File: config.mk
export PLATFORM = sky130hd
export DESIGN_NAME = pmx_panel_pin_output_mux
export DESIGN_NICKNAME = d
export VERILOG_FILES = /design/src/rtl/pmx_pkg.sv /design/src/rtl/pmx_panel_pin_output_mux.sv
export SDC_FILE = /design/constraint.sdc
export NUM_CORES = 1
export LEC_CHECK = 0
export BUFFER_PORTS_ARGS = -buffer_cell sky130_fd_sc_hd__clkbuf_2
export CORE_MARGIN = 1
export CORE_UTILIZATION = 45
export DETAILED_ROUTE_END_ITERATION = 12
export MAX_ROUTING_LAYER = met4
export PLACE_DENSITY_LB_ADDON = 0.15
export SETUP_SLACK_MARGIN = 0.5
export SYNTH_ARGS = -nofsm -noshare
export SYNTH_HDL_FRONTEND = slang
export SYNTH_SLANG_ARGS = --single-unit
File: constraint.sdc
create_clock -name core_clk_i -period 1.9 [get_ports core_clk_i]
set_input_delay 0.095 -clock core_clk_i [delete_from_list [all_inputs] [get_ports core_clk_i]]
set_output_delay 0.095 -clock core_clk_i [all_outputs]
set_load 0.005 [all_outputs]
File: src/rtl/pmx_pkg.sv
package pmx_pkg;

	// ************************************************************
	// Register offsets (byte addresses in the host register space)
	// ************************************************************
	localparam logic [11:0] PMX_OFF_SEL_LOW = 12'h618;
	localparam logic [11:0] PMX_OFF_SEL_HIGH = 12'h61c;
	localparam logic [11:0] PMX_OFF_DRIVE = 12'h620;
	localparam logic [11:0] PMX_OFF_INPUT = 12'h624;
	localparam logic [11:0] PMX_OFF_PULLDOWN = 12'h628;
	localparam logic [11:0] PMX_OFF_ALT_SEL = 12'h62c;
	localparam logic [11:0] PMX_OFF_TEST_CTRL = 12'h638;

	// ************************************************************
	// Reset values and writable-bit masks
	// ************************************************************
	localparam logic [31:0] PMX_RST_WORD = 32'h0000_0000;
	localparam logic [31:0] PMX_PD_MASK = 32'h0ffc_fcff;
	localparam logic [31:0] PMX_ALT_MASK = 32'h0000_0fff;
	localparam logic [31:0] PMX_TEST_MASK = 32'h0000_0037;

	// ************************************************************
	// Field positions
	// ************************************************************
	localparam int PMX_PIN_VSYNC = 27;
	localparam int PMX_PIN_SCLK_DE = 25;
	localparam int PMX_PIN_MOD = 28;
	localparam int PMX_PIN_LCLK = 29;
	localparam int PMX_PIN_PULSE0 = 30;
	localparam int PMX_PIN_PULSE1 = 31;
	localparam int PMX_ALT_LOGIC_PWR = 0;
	localparam int PMX_ALT_BIAS_PWR = 2;
	localparam int PMX_ALT_MOD = 4;
	localparam int PMX_ALT_LCLK = 6;
	localparam int PMX_ALT_PULSE0 = 8;
	localparam int PMX_ALT_PULSE1 = 10;
	localparam int PMX_TC_CRC_EN = 0;
	localparam int PMX_TC_CRC_MODE = 1;

	// ************************************************************
	// Select codes, written {low bit, high bit}
	// ************************************************************
	localparam logic [1:0] PMX_SEL_PRIMARY = 2'h0;
	localparam logic [1:0] PMX_SEL_DRIVE = 2'h1;
	localparam logic [1:0] PMX_SEL_SECOND = 2'h2;
	localparam logic [1:0] PMX_SEL_TEST = 2'h3;

	localparam logic [1:0] PMX_CRC_WAIT_ONE = 2'h0;
	localparam logic [1:0] PMX_CRC_WAIT_TWO = 2'h1;
	localparam logic [1:0] PMX_CRC_CONT = 2'h2;
	localparam logic [1:0] PMX_VS_ONE = 2'h1;
	localparam logic [1:0] PMX_VS_TWO = 2'h2;

	typedef enum logic [2:0] {
		PMX_CRC_IDLE,
		PMX_CRC_WAIT,
		PMX_CRC_CAPT,
		PMX_CRC_RUN,
		PMX_CRC_DONE
	} pmx_crc_state_t;

	// Signals from the display timing, pulse, codec and test logic
	typedef struct packed {
		logic [31:0] tft;
		logic [31:0] stn;
		logic [31:0] test;
		logic [9:0] test_vec;
		logic pulse_clk;
		logic frame_clk;
		logic poly_blank_n;
		logic mod_ungated;
		logic ctl_en;
		logic vdd_en;
		logic vee_en;
		logic led;
		logic pulse0;
		logic pulse1;
		logic codec_mclk;
		logic codec_serial_out;
		logic codec_bclk;
		logic codec_frame_sync;
		logic alt_lclk;
		logic hsync_free;
		logic vde;
	} pmx_src_t;

	typedef struct packed {
		logic root_clk;
		logic bit_clk;
		logic frame_sync;
		logic serial_in;
	} pmx_codec_in_t;

endpackage : pmx_pkg

File: src/rtl/pmx_panel_pin_output_mux.sv
`timescale 1ns/10ps
module pmx_panel_pin_output_mux
	import pmx_pkg::*;
(
	input wire logic core_clk_i,
	input wire logic arst_n_i,
	input wire logic reg_wr_i,
	input wire logic reg_rd_i,
	input wire logic [11:0] reg_addr_i,
	input wire logic [31:0] reg_wdata_i,
	output logic [31:0] reg_rdata_o,
	input wire pmx_src_t src_i,
	input wire logic [31:0] pin_in_en_i,
	input wire logic panel_is_tft_i,
	input wire logic vsync_i,
	input wire logic [31:0] pin_in_i,
	output logic [31:0] pin_out_o,
	output logic [31:0] pin_oe_o,
	output logic [31:0] pulldown_en_o,
	output pmx_codec_in_t codec_in_o,
	output logic crc_enable_o,
	output logic crc_capture_o
);

	// ************************************************************
	// Register file
	// ************************************************************
	logic [31:0] sel_low;
	logic [31:0] sel_high;
	logic [31:0] drive;
	logic [31:0] alt_sel;
	logic [31:0] test_ctrl;
	logic [31:0] input_sample;
	logic [31:0] next_sel_low;
	logic [31:0] next_sel_high;
	logic [31:0] next_drive;
	logic [31:0] next_alt_sel;
	logic [31:0] next_test_ctrl;
	logic [31:0] next_pulldown;

	// Next values feed the pin muxes so a write lands on the pins with no extra stage
	always_comb begin
		next_sel_low = sel_low;
		next_sel_high = sel_high;
		next_drive = drive;
		next_alt_sel = alt_sel;
		next_test_ctrl = test_ctrl;
		next_pulldown = pulldown_en_o;
		if (reg_wr_i) begin
			unique case (reg_addr_i)
				PMX_OFF_SEL_LOW: next_sel_low = reg_wdata_i;
				PMX_OFF_SEL_HIGH: next_sel_high = reg_wdata_i;
				PMX_OFF_DRIVE: next_drive = reg_wdata_i;
				PMX_OFF_PULLDOWN: next_pulldown = reg_wdata_i & PMX_PD_MASK;
				PMX_OFF_ALT_SEL: next_alt_sel = reg_wdata_i & PMX_ALT_MASK;
				PMX_OFF_TEST_CTRL: next_test_ctrl = reg_wdata_i & PMX_TEST_MASK;
				default: ;
			endcase
		end
	end

	always_ff @(posedge core_clk_i or negedge arst_n_i) begin
		if (!arst_n_i) begin
			sel_low <= PMX_RST_WORD;
			sel_high <= PMX_RST_WORD;
			drive <= PMX_RST_WORD;
			alt_sel <= PMX_RST_WORD;
			test_ctrl <= PMX_RST_WORD;
			pulldown_en_o <= PMX_RST_WORD;
		end else begin
			sel_low <= next_sel_low;
			sel_high <= next_sel_high;
			drive <= next_drive;
			alt_sel <= next_alt_sel;
			test_ctrl <= next_test_ctrl;
			pulldown_en_o <= next_pulldown;
		end
	end

	// Reads answer one clock after the strobe; unmapped offsets read zero
	always_ff @(posedge core_clk_i or negedge arst_n_i) begin
		if (!arst_n_i) begin
			reg_rdata_o <= PMX_RST_WORD;
		end else if (reg_rd_i) begin
			unique case (reg_addr_i)
				PMX_OFF_SEL_LOW: reg_rdata_o <= sel_low;
				PMX_OFF_SEL_HIGH: reg_rdata_o <= sel_high;
				PMX_OFF_DRIVE: reg_rdata_o <= drive;
				PMX_OFF_INPUT: reg_rdata_o <= input_sample;
				PMX_OFF_PULLDOWN: reg_rdata_o <= pulldown_en_o;
				PMX_OFF_ALT_SEL: reg_rdata_o <= alt_sel;
				PMX_OFF_TEST_CTRL: reg_rdata_o <= test_ctrl;
				default: reg_rdata_o <= PMX_RST_WORD;
			endcase
		end
	end

	// ************************************************************
	// Alternate sources
	// ************************************************************
	logic [31:0] alt_val;
	logic [31:0] has_alt;
	logic [31:0] prim_val;
	logic [31:0] spec_val;
	logic [31:0] has_spec;
	logic [31:0] next_pin;

	always_comb begin
		alt_val = PMX_RST_WORD;
		has_alt = PMX_RST_WORD;
		unique case (next_alt_sel[PMX_ALT_LOGIC_PWR +: 2])
			2'h0: alt_val[0] = src_i.ctl_en;
			2'h1: alt_val[0] = src_i.vee_en;
			2'h2: alt_val[0] = src_i.pulse0;
			2'h3: alt_val[0] = src_i.codec_mclk;
		endcase
		unique case (next_alt_sel[PMX_ALT_BIAS_PWR +: 2])
			2'h0: alt_val[1] = src_i.ctl_en;
			2'h1: alt_val[1] = src_i.test_vec[0];
			2'h2: alt_val[1] = src_i.pulse1;
			2'h3: alt_val[1] = src_i.codec_serial_out;
		endcase
		unique case (next_alt_sel[PMX_ALT_MOD +: 2])
			2'h0: alt_val[PMX_PIN_MOD] = src_i.led;
			2'h1: alt_val[PMX_PIN_MOD] = src_i.vdd_en;
			2'h2: alt_val[PMX_PIN_MOD] = src_i.vee_en;
			2'h3: alt_val[PMX_PIN_MOD] = src_i.pulse0;
		endcase
		unique case (next_alt_sel[PMX_ALT_LCLK +: 2])
			2'h0: alt_val[PMX_PIN_LCLK] = src_i.pulse_clk;
			2'h1: alt_val[PMX_PIN_LCLK] = src_i.led;
			2'h2: alt_val[PMX_PIN_LCLK] = src_i.pulse0;
			2'h3: alt_val[PMX_PIN_LCLK] = src_i.codec_bclk;
		endcase
		unique case (next_alt_sel[PMX_ALT_PULSE0 +: 2])
			2'h0: alt_val[PMX_PIN_PULSE0] = src_i.tft[PMX_PIN_MOD];
			2'h1: alt_val[PMX_PIN_PULSE0] = src_i.test_vec[8];
			2'h2: alt_val[PMX_PIN_PULSE0] = src_i.test_vec[9];
			2'h3: alt_val[PMX_PIN_PULSE0] = src_i.codec_frame_sync;
		endcase
		unique case (next_alt_sel[PMX_ALT_PULSE1 +: 2])
			2'h0: alt_val[PMX_PIN_PULSE1] = src_i.alt_lclk;
			2'h1: alt_val[PMX_PIN_PULSE1] = src_i.hsync_free;
			2'h2: alt_val[PMX_PIN_PULSE1] = src_i.vde;
			2'h3: alt_val[PMX_PIN_PULSE1] = src_i.led;
		endcase
		has_alt[0] = 1'b1;
		has_alt[1] = 1'b1;
		has_alt[PMX_PIN_MOD] = 1'b1;
		has_alt[PMX_PIN_LCLK] = 1'b1;
		has_alt[PMX_PIN_PULSE0] = 1'b1;
		has_alt[PMX_PIN_PULSE1] = 1'b1;
	end

	// Primary and code-11 overrides for the pins that differ from the data pins
	always_comb begin
		prim_val = src_i.tft;
		prim_val[PMX_PIN_PULSE0] = src_i.pulse0;
		prim_val[PMX_PIN_PULSE1] = src_i.pulse1;
		spec_val = PMX_RST_WORD;
		has_spec = PMX_RST_WORD;
		spec_val[PMX_PIN_SCLK_DE] = src_i.pulse_clk;
		spec_val[PMX_PIN_PULSE0] = src_i.poly_blank_n;
		spec_val[PMX_PIN_PULSE1] = src_i.mod_ungated;
		has_spec[PMX_PIN_SCLK_DE] = 1'b1;
		has_spec[PMX_PIN_PULSE0] = 1'b1;
		has_spec[PMX_PIN_PULSE1] = 1'b1;
	end

	// ************************************************************
	// Per-pin selector
	// ************************************************************
	for (genvar i = 0; i < 32; i++) begin : g_pin
		logic [1:0] code;
		assign code = {next_sel_low[i], next_sel_high[i]};
		always_comb begin
			unique case (code)
				PMX_SEL_PRIMARY: next_pin[i] = prim_val[i];
				PMX_SEL_DRIVE: next_pin[i] = next_drive[i];
				PMX_SEL_SECOND: next_pin[i] = has_alt[i] ? alt_val[i] : src_i.stn[i];
				PMX_SEL_TEST: next_pin[i] = has_spec[i] ? spec_val[i] : src_i.test[i];
			endcase
		end
	end

	always_ff @(posedge core_clk_i or negedge arst_n_i) begin
		if (!arst_n_i) begin
			pin_out_o <= PMX_RST_WORD;
			pin_oe_o <= PMX_RST_WORD;
		end else begin
			pin_out_o <= next_pin;
			pin_oe_o <= ~pin_in_en_i;
		end
	end

	// ************************************************************
	// Pin input sampling
	// ************************************************************
	logic [31:0] pin_sync1;
	logic [31:0] pin_sync2;

	always_ff @(posedge core_clk_i or negedge arst_n_i) begin
		if (!arst_n_i) begin
			pin_sync1 <= PMX_RST_WORD;
			pin_sync2 <= PMX_RST_WORD;
			input_sample <= PMX_RST_WORD;
		end else begin
			pin_sync1 <= pin_in_i;
			pin_sync2 <= pin_sync1;
			input_sample <= pin_sync2 & pin_in_en_i;
		end
	end

	always_ff @(posedge core_clk_i or negedge arst_n_i) begin
		if (!arst_n_i) begin
			codec_in_o <= '0;
		end else begin
			codec_in_o.root_clk <= pin_sync2[PMX_PIN_MOD];
			codec_in_o.bit_clk <= pin_sync2[PMX_PIN_LCLK];
			codec_in_o.frame_sync <= pin_sync2[PMX_PIN_PULSE0];
			codec_in_o.serial_in <= pin_sync2[PMX_PIN_PULSE1];
		end
	end

	// ************************************************************
	// CRC capture control
	// ************************************************************
	pmx_crc_state_t crc_state;
	pmx_crc_state_t next_crc_state;
	logic [1:0] vs_left;
	logic [1:0] next_vs_left;
	logic crc_on;
	logic [1:0] crc_mode;

	assign crc_on = test_ctrl[PMX_TC_CRC_EN] & panel_is_tft_i;
	assign crc_mode = test_ctrl[PMX_TC_CRC_MODE +: 2];

	always_comb begin
		next_crc_state = crc_state;
		next_vs_left = vs_left;
		if (!crc_on) begin
			next_crc_state = PMX_CRC_IDLE;
		end else begin
			unique case (crc_state)
				PMX_CRC_IDLE: begin
					// Reserved mode stays idle rather than guessing a capture
					if (crc_mode == PMX_CRC_CONT) begin
						next_crc_state = PMX_CRC_RUN;
					end else if (crc_mode != PMX_TEST_MASK[2:1]) begin
						next_crc_state = PMX_CRC_WAIT;
						next_vs_left = (crc_mode == PMX_CRC_WAIT_TWO) ? PMX_VS_TWO : PMX_VS_ONE;
					end
				end
				PMX_CRC_WAIT: begin
					if (vsync_i) begin
						next_vs_left = vs_left - PMX_VS_ONE;
						if (vs_left == PMX_VS_ONE) begin
							next_crc_state = PMX_CRC_CAPT;
						end
					end
				end
				PMX_CRC_CAPT: begin
					if (vsync_i) begin
						next_crc_state = PMX_CRC_DONE;
					end
				end
				PMX_CRC_RUN: ;
				PMX_CRC_DONE: ;
			endcase
		end
	end

	always_ff @(posedge core_clk_i or negedge arst_n_i) begin
		if (!arst_n_i) begin
			crc_state <= PMX_CRC_IDLE;
			vs_left <= 2'h0;
			crc_enable_o <= 1'b0;
			crc_capture_o <= 1'b0;
		end else begin
			crc_state <= next_crc_state;
			vs_left <= next_vs_left;
			crc_enable_o <= crc_on;
			crc_capture_o <= (next_crc_state == PMX_CRC_CAPT) ||
				(next_crc_state == PMX_CRC_RUN);
		end
	end
endmodule : pmx_panel_pin_output_mux

==> results.txt, run 1 <==
status = finished, final reports clean
H-tree depth = 2
Worst Tran Pin Value = 0.5257 ns
port bufs = 343
Area Growth Syn to Fin = 57.28%
I/O pin count = 371
drt total wl = 46550 um
CTS Buf Count = 38
gr ovfl total = 0
Clock Latency Late Sink = 0.52 ns
worst hold-check path type = in2reg
Netlist Area Pre-Place = 13900 um2
Worst Skew = 0.01226 ns
Post-synth EDFFs = 0
share of post-route cells with drive strength above 1 = 0.4698
CP max FO = 3
clock tree buffer depth = 3
arrival time worst endpoint = 2.02 ns
Final period util = 0.8534
Hold Vio Cnt, Final = 0
asr flop ratio synth = 1.000
max cap viols = 0
Cell variety after synth = 67
die width = 177.7 um
vias in the first global route = 12140
RSZ-0062 raised after global routing = yes
Pwr Density = 749.2 nW/um2
die area = 31590 um2
Fmax achieved = 616.7 MHz
chip height = 177.7 um
routability-driven placement congestion ratio = 0.8948
Tot GR Track Use = 0.2959
startpoint types = input pin
Peak VDD IR = 0.0006216 V
DR vias = 11470
final net count = 1984
clock-pin transition on the worst setup and hold timing paths = 0.06 ns
FF/Latch Area = 8508 um2
routed len/inst = 21.50 um
commonest non-fill, non-tap cells in the layout = dfrtp_1 (340), clkbuf_2 (336), dlygate4sd3_1 (183), buf_4 (109), inv_1 (102)
Yosys warnings = 0
dominant synthesized flop cell = dfrtp_1
CTS tree = yes
multi-input logic area = 5807 um2
worst path required time = 2.29 ns
Gate Count Post-Synth = 1055
PnR Total Power = 16.38 mW
sequential area share after synthesis = 0.6122
initial antenna violation count = 2
Rel. slew slack = 0.6488
critical path class = in2reg
Tmin final = 1.622 ns
drt via density = 5.298
drc violations = 0
Starting Density = 0.4628
Root Buffer = clkbuf_16
largest net degree at the start of global routing = 69
final setup violation count = 0
Detail Route Antenna Nets = 0
1st-pass router iterations = 5
Yosys reg bits = 340
post-DP HPWL = 29310 um
commonest non-fill, non-tap cell in the layout = dfrtp_1
drt initial violations = 554
crit end category = flop
clk sink count = 340
fin util = 0.7279
area of the core = 30030 um2
Row Count = 63
P_leak = 10.96 nW
syn_area_per_cell = 13.17 um2
first-pass GRT wire length = 67630 um
fill count = 2015
Final Max Slew Viols = 0
[area by class of cell]
class,count,area share
repair buffers,692,0.2464
flip-flops and latches,340,0.3892
inverters,103,0.01769
well taps,390,0.02232
diodes,2,0.0002290
clock inverters,15,0.009845
clock buffers,52,0.04871
multi-input cells,571,0.2656
[critical path: stages]
cell and delay [ns]:
clkbuf_4 0.15, buf_4 0.11, and4bb_2 0.28, nand4_1 0.24
buf_6 0.22, mux2_4 0.31, mux2_4 0.30, a211oi_2 0.21
o22ai_1 0.10
[metal layers]
layer	track usage	part of all wire
met1	0.3567	0.40
met2	0.4907	0.50
met3	0.06041	0.062
met4	0.1093	0.034
met5	-	0
[sequential cells by signal, indices dropped and copies added (netlist names)]
name / count
vs_left: 2
drive: 32
crc_enable_o: 1
crc_capture_o: 1
alt_sel: 12
pin_oe_o: 32
test_ctrl: 5
pin_sync1: 32
pin_sync2: 32
sel_low: 32
pulldown_en_o: 24
pin_out_o: 32
reg_rdata_o: 32
sel_high: 32
input_sample: 32
codec_in_o: 4
crc_state: 3
[cell usage after synthesis (3+ instances only)]
master | count | area (um2)
nor3_1 | 3 | 15.01
mux2i_2 | 10 | 137.6
a31oi_1 | 3 | 18.77
dfrtp_1 | 340 | 8508
o31ai_1 | 3 | 22.52
o2bb2ai_1 | 13 | 113.9
inv_1 | 102 | 382.9
a22oi_1 | 37 | 277.8
mux2i_1 | 62 | 620.6
o211a_1 | 3 | 30.03
clkbuf_1 | 19 | 71.32
a221oi_1 | 13 | 113.9
a21oi_1 | 36 | 180.2
mux2_2 | 127 | 1430
nor2_1 | 44 | 165.2
buf_2 | 9 | 45.04
o22ai_1 | 34 | 212.7
a222oi_1 | 10 | 100.1
nand3_1 | 10 | 50.05
and2_1 | 32 | 200.2
a311oi_1 | 3 | 26.28
o211ai_1 | 4 | 30.03
nor2b_1 | 4 | 25.02
nand2_1 | 34 | 127.6
o21ai_0 | 9 | 45.04
buf_1 | 3 | 11.26
mux2i_4 | 7 | 157.7
and3_1 | 7 | 43.79
mux2_1 | 5 | 56.30
mux4_2 | 4 | 90.09
buf_4 | 15 | 112.6
a21boi_0 | 7 | 52.55
[kinds of logic after synthesis]
group,share of synthesized area
DFF,0.6122
other,0.0002698
muxes,0.1804
adders and majority gates,0.0009001
and+or+nand+nor,0.06365
buffers and inverters,0.04672
AOI/OAI and AO/OA,0.09588
[power breakdown]
part           total [mW]  switching [mW]  internal [mW]  leakage (nW)
Combinational        1.33           0.636          0.698          5.93
Sequential           7.51          0.0793           7.43          4.40
Clock                7.53            2.92           4.61         0.619
[final timing paths]
path,start,endpoint,slack (ns),depth (start not counted)
setup / recovery,reg_addr_i[2],pin_out_o[31],0.28,9
hold / removal,src_i[119],pin_out_o[28],0.01,3
max in group asynchronous,arst_n_i,sel_high[18],1.10,3
hold reg to reg,pin_sync1[1],pin_sync2[1],0.34,0
setup reg to reg,alt_sel[9],pin_out_o[30],0.33,5
min in group asynchronous,arst_n_i,vs_left[1],0.09,2
[repair_timing]
item | CTS | global route
buffers inserted | 21 | 19
gates cloned | 3 | 4
hold buffers | 182 | 1
hold endpoints to repair | 578 | 1
gates resized for setup | 54 | 154
setup endpoints to repair | 92 | 80
pin swaps | 14 | 57
[per-stage QoR]
stage	setup TNS (ns)	area (um2)	instances	hold slack (ns)	setup slack [ns]
4_1_cts	0	20850	2139	0.0001260	0.3357
3_5_place_dp	-12.74	17300	1866	0.03709	-0.2970
5_1_grt	0	21860	2165	0.02230	0.2341
2_1_floorplan	-0.01952	14270	1062	-0.2006	-0.01005
6_report	0	21860	2165	0.01006	0.2785
3_3_place_gp	-8.885	17300	1866	0.02859	-0.2304
Power figures use the tool's default switching activity.
==> inputs of run 2 (changes only) <==
--- a/config.mk
+++ b/config.mk
@@ -9,4 +9,5 @@
 export CORE_MARGIN = 1
 export CORE_UTILIZATION = 45
+export CTS_CLUSTER_DIAMETER = 120
 export DETAILED_ROUTE_END_ITERATION = 12
 export MAX_ROUTING_LAYER = met4
==> constraint.sdc (replaced) <==
create_clock -name core_clk_i -period 1.9 [get_ports core_clk_i]
set_input_delay 0.38 -clock core_clk_i [delete_from_list [all_inputs] [get_ports core_clk_i]]
set_output_delay 0.38 -clock core_clk_i [all_outputs]
set_load 0.005 [all_outputs]
==> results.txt, run 2 (synthesis gave the netlist of run 1 again) <==
status = finished, final reports clean (unchanged)
worst path required time = 2.30 ns (was 2.29 ns)
final net count = 1896 (was 1984)
clock power share = 0.481 (was 0.460)
Flop pwr share = 0.451 (was 0.459)
gr ovfl total = 0 (unchanged)
metal1 wirelength = 19030 um (was 18740 um)
CTS Buf Count = 39 (was 38)
Logic pwr share = 0.069 (was 0.081)
die area = 31590 um2 (unchanged)
Root Buffer = clkbuf_16 (unchanged)
area of the core = 30030 um2 (unchanged)
Final period util = 0.9994 (was 0.8534)
clock-pin transition on the worst setup and hold timing paths = 0.06 ns (about the same)
Worst Tran Pin Value = 0.6346 ns (was 0.5257 ns)
I/O pin count = 371 (unchanged)
clock tree buffer depth = 3 (unchanged)
worst slack, placed = -0.5282 ns (was -0.2970 ns)
max cap viols = 0 (unchanged)
R2R Setup Slk = 0.35 ns (was 0.33 ns)
drt via density = 5.270 (was 5.298)
initial antenna violation count = 2 (unchanged)
DR vias = 10960 (was 11470)
NetSw = 3.647 mW (was 3.635 mW)
H-tree depth = 2 (unchanged)
Hold Path Sink = pin_oe_o[12] (was pin_out_o[28])
Net Sw Frac = 0.2190 (was 0.2220)
Detail Route Antenna Nets = 0 (unchanged)
RSZ-0062 raised after global routing = yes (unchanged)
routed len/inst = 21.45 um (was 21.50 um)
fill count = 2041 (was 2015)
Crit Reg-Reg Startpoint = alt_sel[3] (was alt_sel[9])
routability-driven placement congestion ratio = 0.9144 (was 0.8948)
post-DP HPWL = 29840 um (was 29310 um)
drt initial violations = 697 (was 554)
min-delay src = pin_in_en_i[12] (was src_i[119])
met2 WL post-DR = 21990 um (was 23360 um)
Max Used Layer = met4 (unchanged)
Fmax achieved = 526.6 MHz (was 616.7 MHz)
crit path setup slack, layout = 0.001118 ns (was 0.2785 ns)
P_leak = 10.93 nW (was 10.96 nW)
Clock Latency Late Sink = 0.52 ns (about the same)
internal power = 13.01 mW (was 12.74 mW)
Area Growth Syn to Fin = 55.38% (was 57.28%)
largest net degree at the start of global routing = 62 (was 69)
Starting Density = 0.4628 (unchanged)
arrival time worst endpoint = 2.30 ns (was 2.02 ns)
Final Max Slew Viols = 0 (unchanged)
share of post-route cells with drive strength above 1 = 0.5522 (was 0.4698)
startpoint types = input pin (unchanged)
critical path class = in2reg (unchanged)
Cells after DPL = 1882 (was 1866)
Setup TNS = 0 ns (unchanged)
chip height = 177.7 um (unchanged)
worst hold-check path type = in2reg (unchanged)
Register-to-Register Path Depth = 5 (unchanged)
Tot GR Track Use = 0.2797 (was 0.2959)
Hold WS = 0.01061 ns (was 0.01006 ns)
Worst Skew = 0.01168 ns (was 0.01226 ns)
CTS tree = yes (unchanged)
clk sink count = 340 (unchanged)
CP max FO = 10 (was 3)
1st-pass router iterations = 7 (was 5)
vias in the first global route = 11370 (was 12140)
commonest non-fill, non-tap cell in the layout = dfrtp_1 (unchanged)
Row Count = 63 (unchanged)
WL met3 = 2560 um (was 2874 um)
crit end category = flop (unchanged)
port bufs = 343 (unchanged)
drt total wl = 44600 um (was 46550 um)
hold depth = 2 (was 3)
Hold Vio Cnt, Final = 0 (unchanged)
Tmin final = 1.899 ns (was 1.622 ns)
PnR Total Power = 16.66 mW (was 16.38 mW)
commonest non-fill, non-tap cells in the layout = dfrtp_1 (340), clkbuf_2 (325), buf_4 (132), inv_1 (94), mux2_4 (93) (was dfrtp_1 (340), clkbuf_2 (336), dlygate4sd3_1 (183), buf_4 (109), inv_1 (102))
drc violations = 0 (unchanged)
Cell Count, Final, Fillers Out = 2079 (was 2165)
final setup violation count = 0 (unchanged)
die width = 177.7 um (unchanged)
Peak VDD IR = 0.0008933 V (was 0.0006216 V)
Pwr Density = 771.3 nW/um2 (was 749.2 nW/um2)
r2r endpoint = pin_out_o[1] (was pin_out_o[30])
Rel. slew slack = 0.5770 (was 0.6488)
first-pass GRT wire length = 64160 um (was 67630 um)
==> run 2: changes by cell type in the layout (fill, tap and decap cells not counted), sizes merged, moves of 2 or more <==
| cell | delta |
|---|---|
| clkinvlp | -3 |
| bufinv | +2 |
| buf | +65 |
| dlygate4sd3 | -144 |
| clkinv | -2 |
| clkbuf | -6 |
==> run 2: final cells by class <==
type / instances / area (um2) / share of cell area
multi-input cells: 571 / 6198 / 0.2870
flip-flops and latches: 340 / 8508 / 0.3940
inverters: 103 / 386.6 / 0.01790
clock inverters: 13 / 257.7 / 0.01194
well taps: 390 / 488.0 / 0.02260
diodes: 3 / 7.507 / 0.0003476
clock buffers: 56 / 1110 / 0.05139
repair buffers: 603 / 4639 / 0.2148
==> run 2: per-stage QoR <==
stage	instance area [um2]	util
6_report	21600	0.7191
5_1_grt	21590	0.7190
4_1_cts	20090	0.6688
3_5_place_dp	17580	0.5855
3_3_place_gp	17580	0.5855
2_1_floorplan	14440	-
==> run 2: worst max-delay path by stage <==
| stage | start | to | slack, ns | depth (start not counted) |
|---|---|---|---|---|
| after floorplan | reg_addr_i[2] | pin_out_o[0] | -0.30 | 7 |
| after global placement | reg_addr_i[11] | pin_out_o[26] | -0.48 | 9 |
| after detailed placement | reg_addr_i[11] | pin_out_o[25] | -0.53 | 9 |
| after CTS | reg_addr_i[6] | pin_out_o[0] | 0.08 | 7 |
| after global routing | reg_addr_i[8] | pin_out_o[9] | -0.02 | 9 |
| final | reg_addr_i[6] | pin_out_o[11] | 0.001 | 9 |
==> run 2: power by group through the flow <==
stage          clock network, mW  logic (mW)  registers (mW)
2_1_floorplan                  0       0.252            7.62
3_3_place_gp                   0       0.953            7.63
3_5_place_dp                   0       0.965            7.63
4_1_cts                     8.14        1.07            7.51
5_1_grt                     8.47        1.24            7.52
6_report                    8.01        1.14            7.51
==> run 2: per-layer routing <==
| metal | GRT usage | vias to the layer above |
|---|---|---|
| li1 | - | 4962 |
| met1 | 0.3674 | 5544 |
| met2 | 0.4438 | 384 |
| met3 | 0.04563 | 67 |
| met4 | 0.09046 | 0 |
| met5 | - | - |
==> run 2: critical path: stages <==
cell	delay, ns
buf_8	0.10
buf_6	0.11
nor4b_4	0.34
and4_4	0.40
clkbuf_16	0.23
mux2_4	0.32
mux2_4	0.27
nor2_1	0.09
a21oi_1	0.05
==> run 2: repair_timing <==
item / CTS / global route
endpoints found under the hold margin: 84 / 0
endpoints found under the setup margin: 253 / 283
gates resized for setup: 101 / 243
hold buffers: 39 / 0
pin swaps: 31 / 49
setup buffers: 35 / 43
cloned: 2 / 6
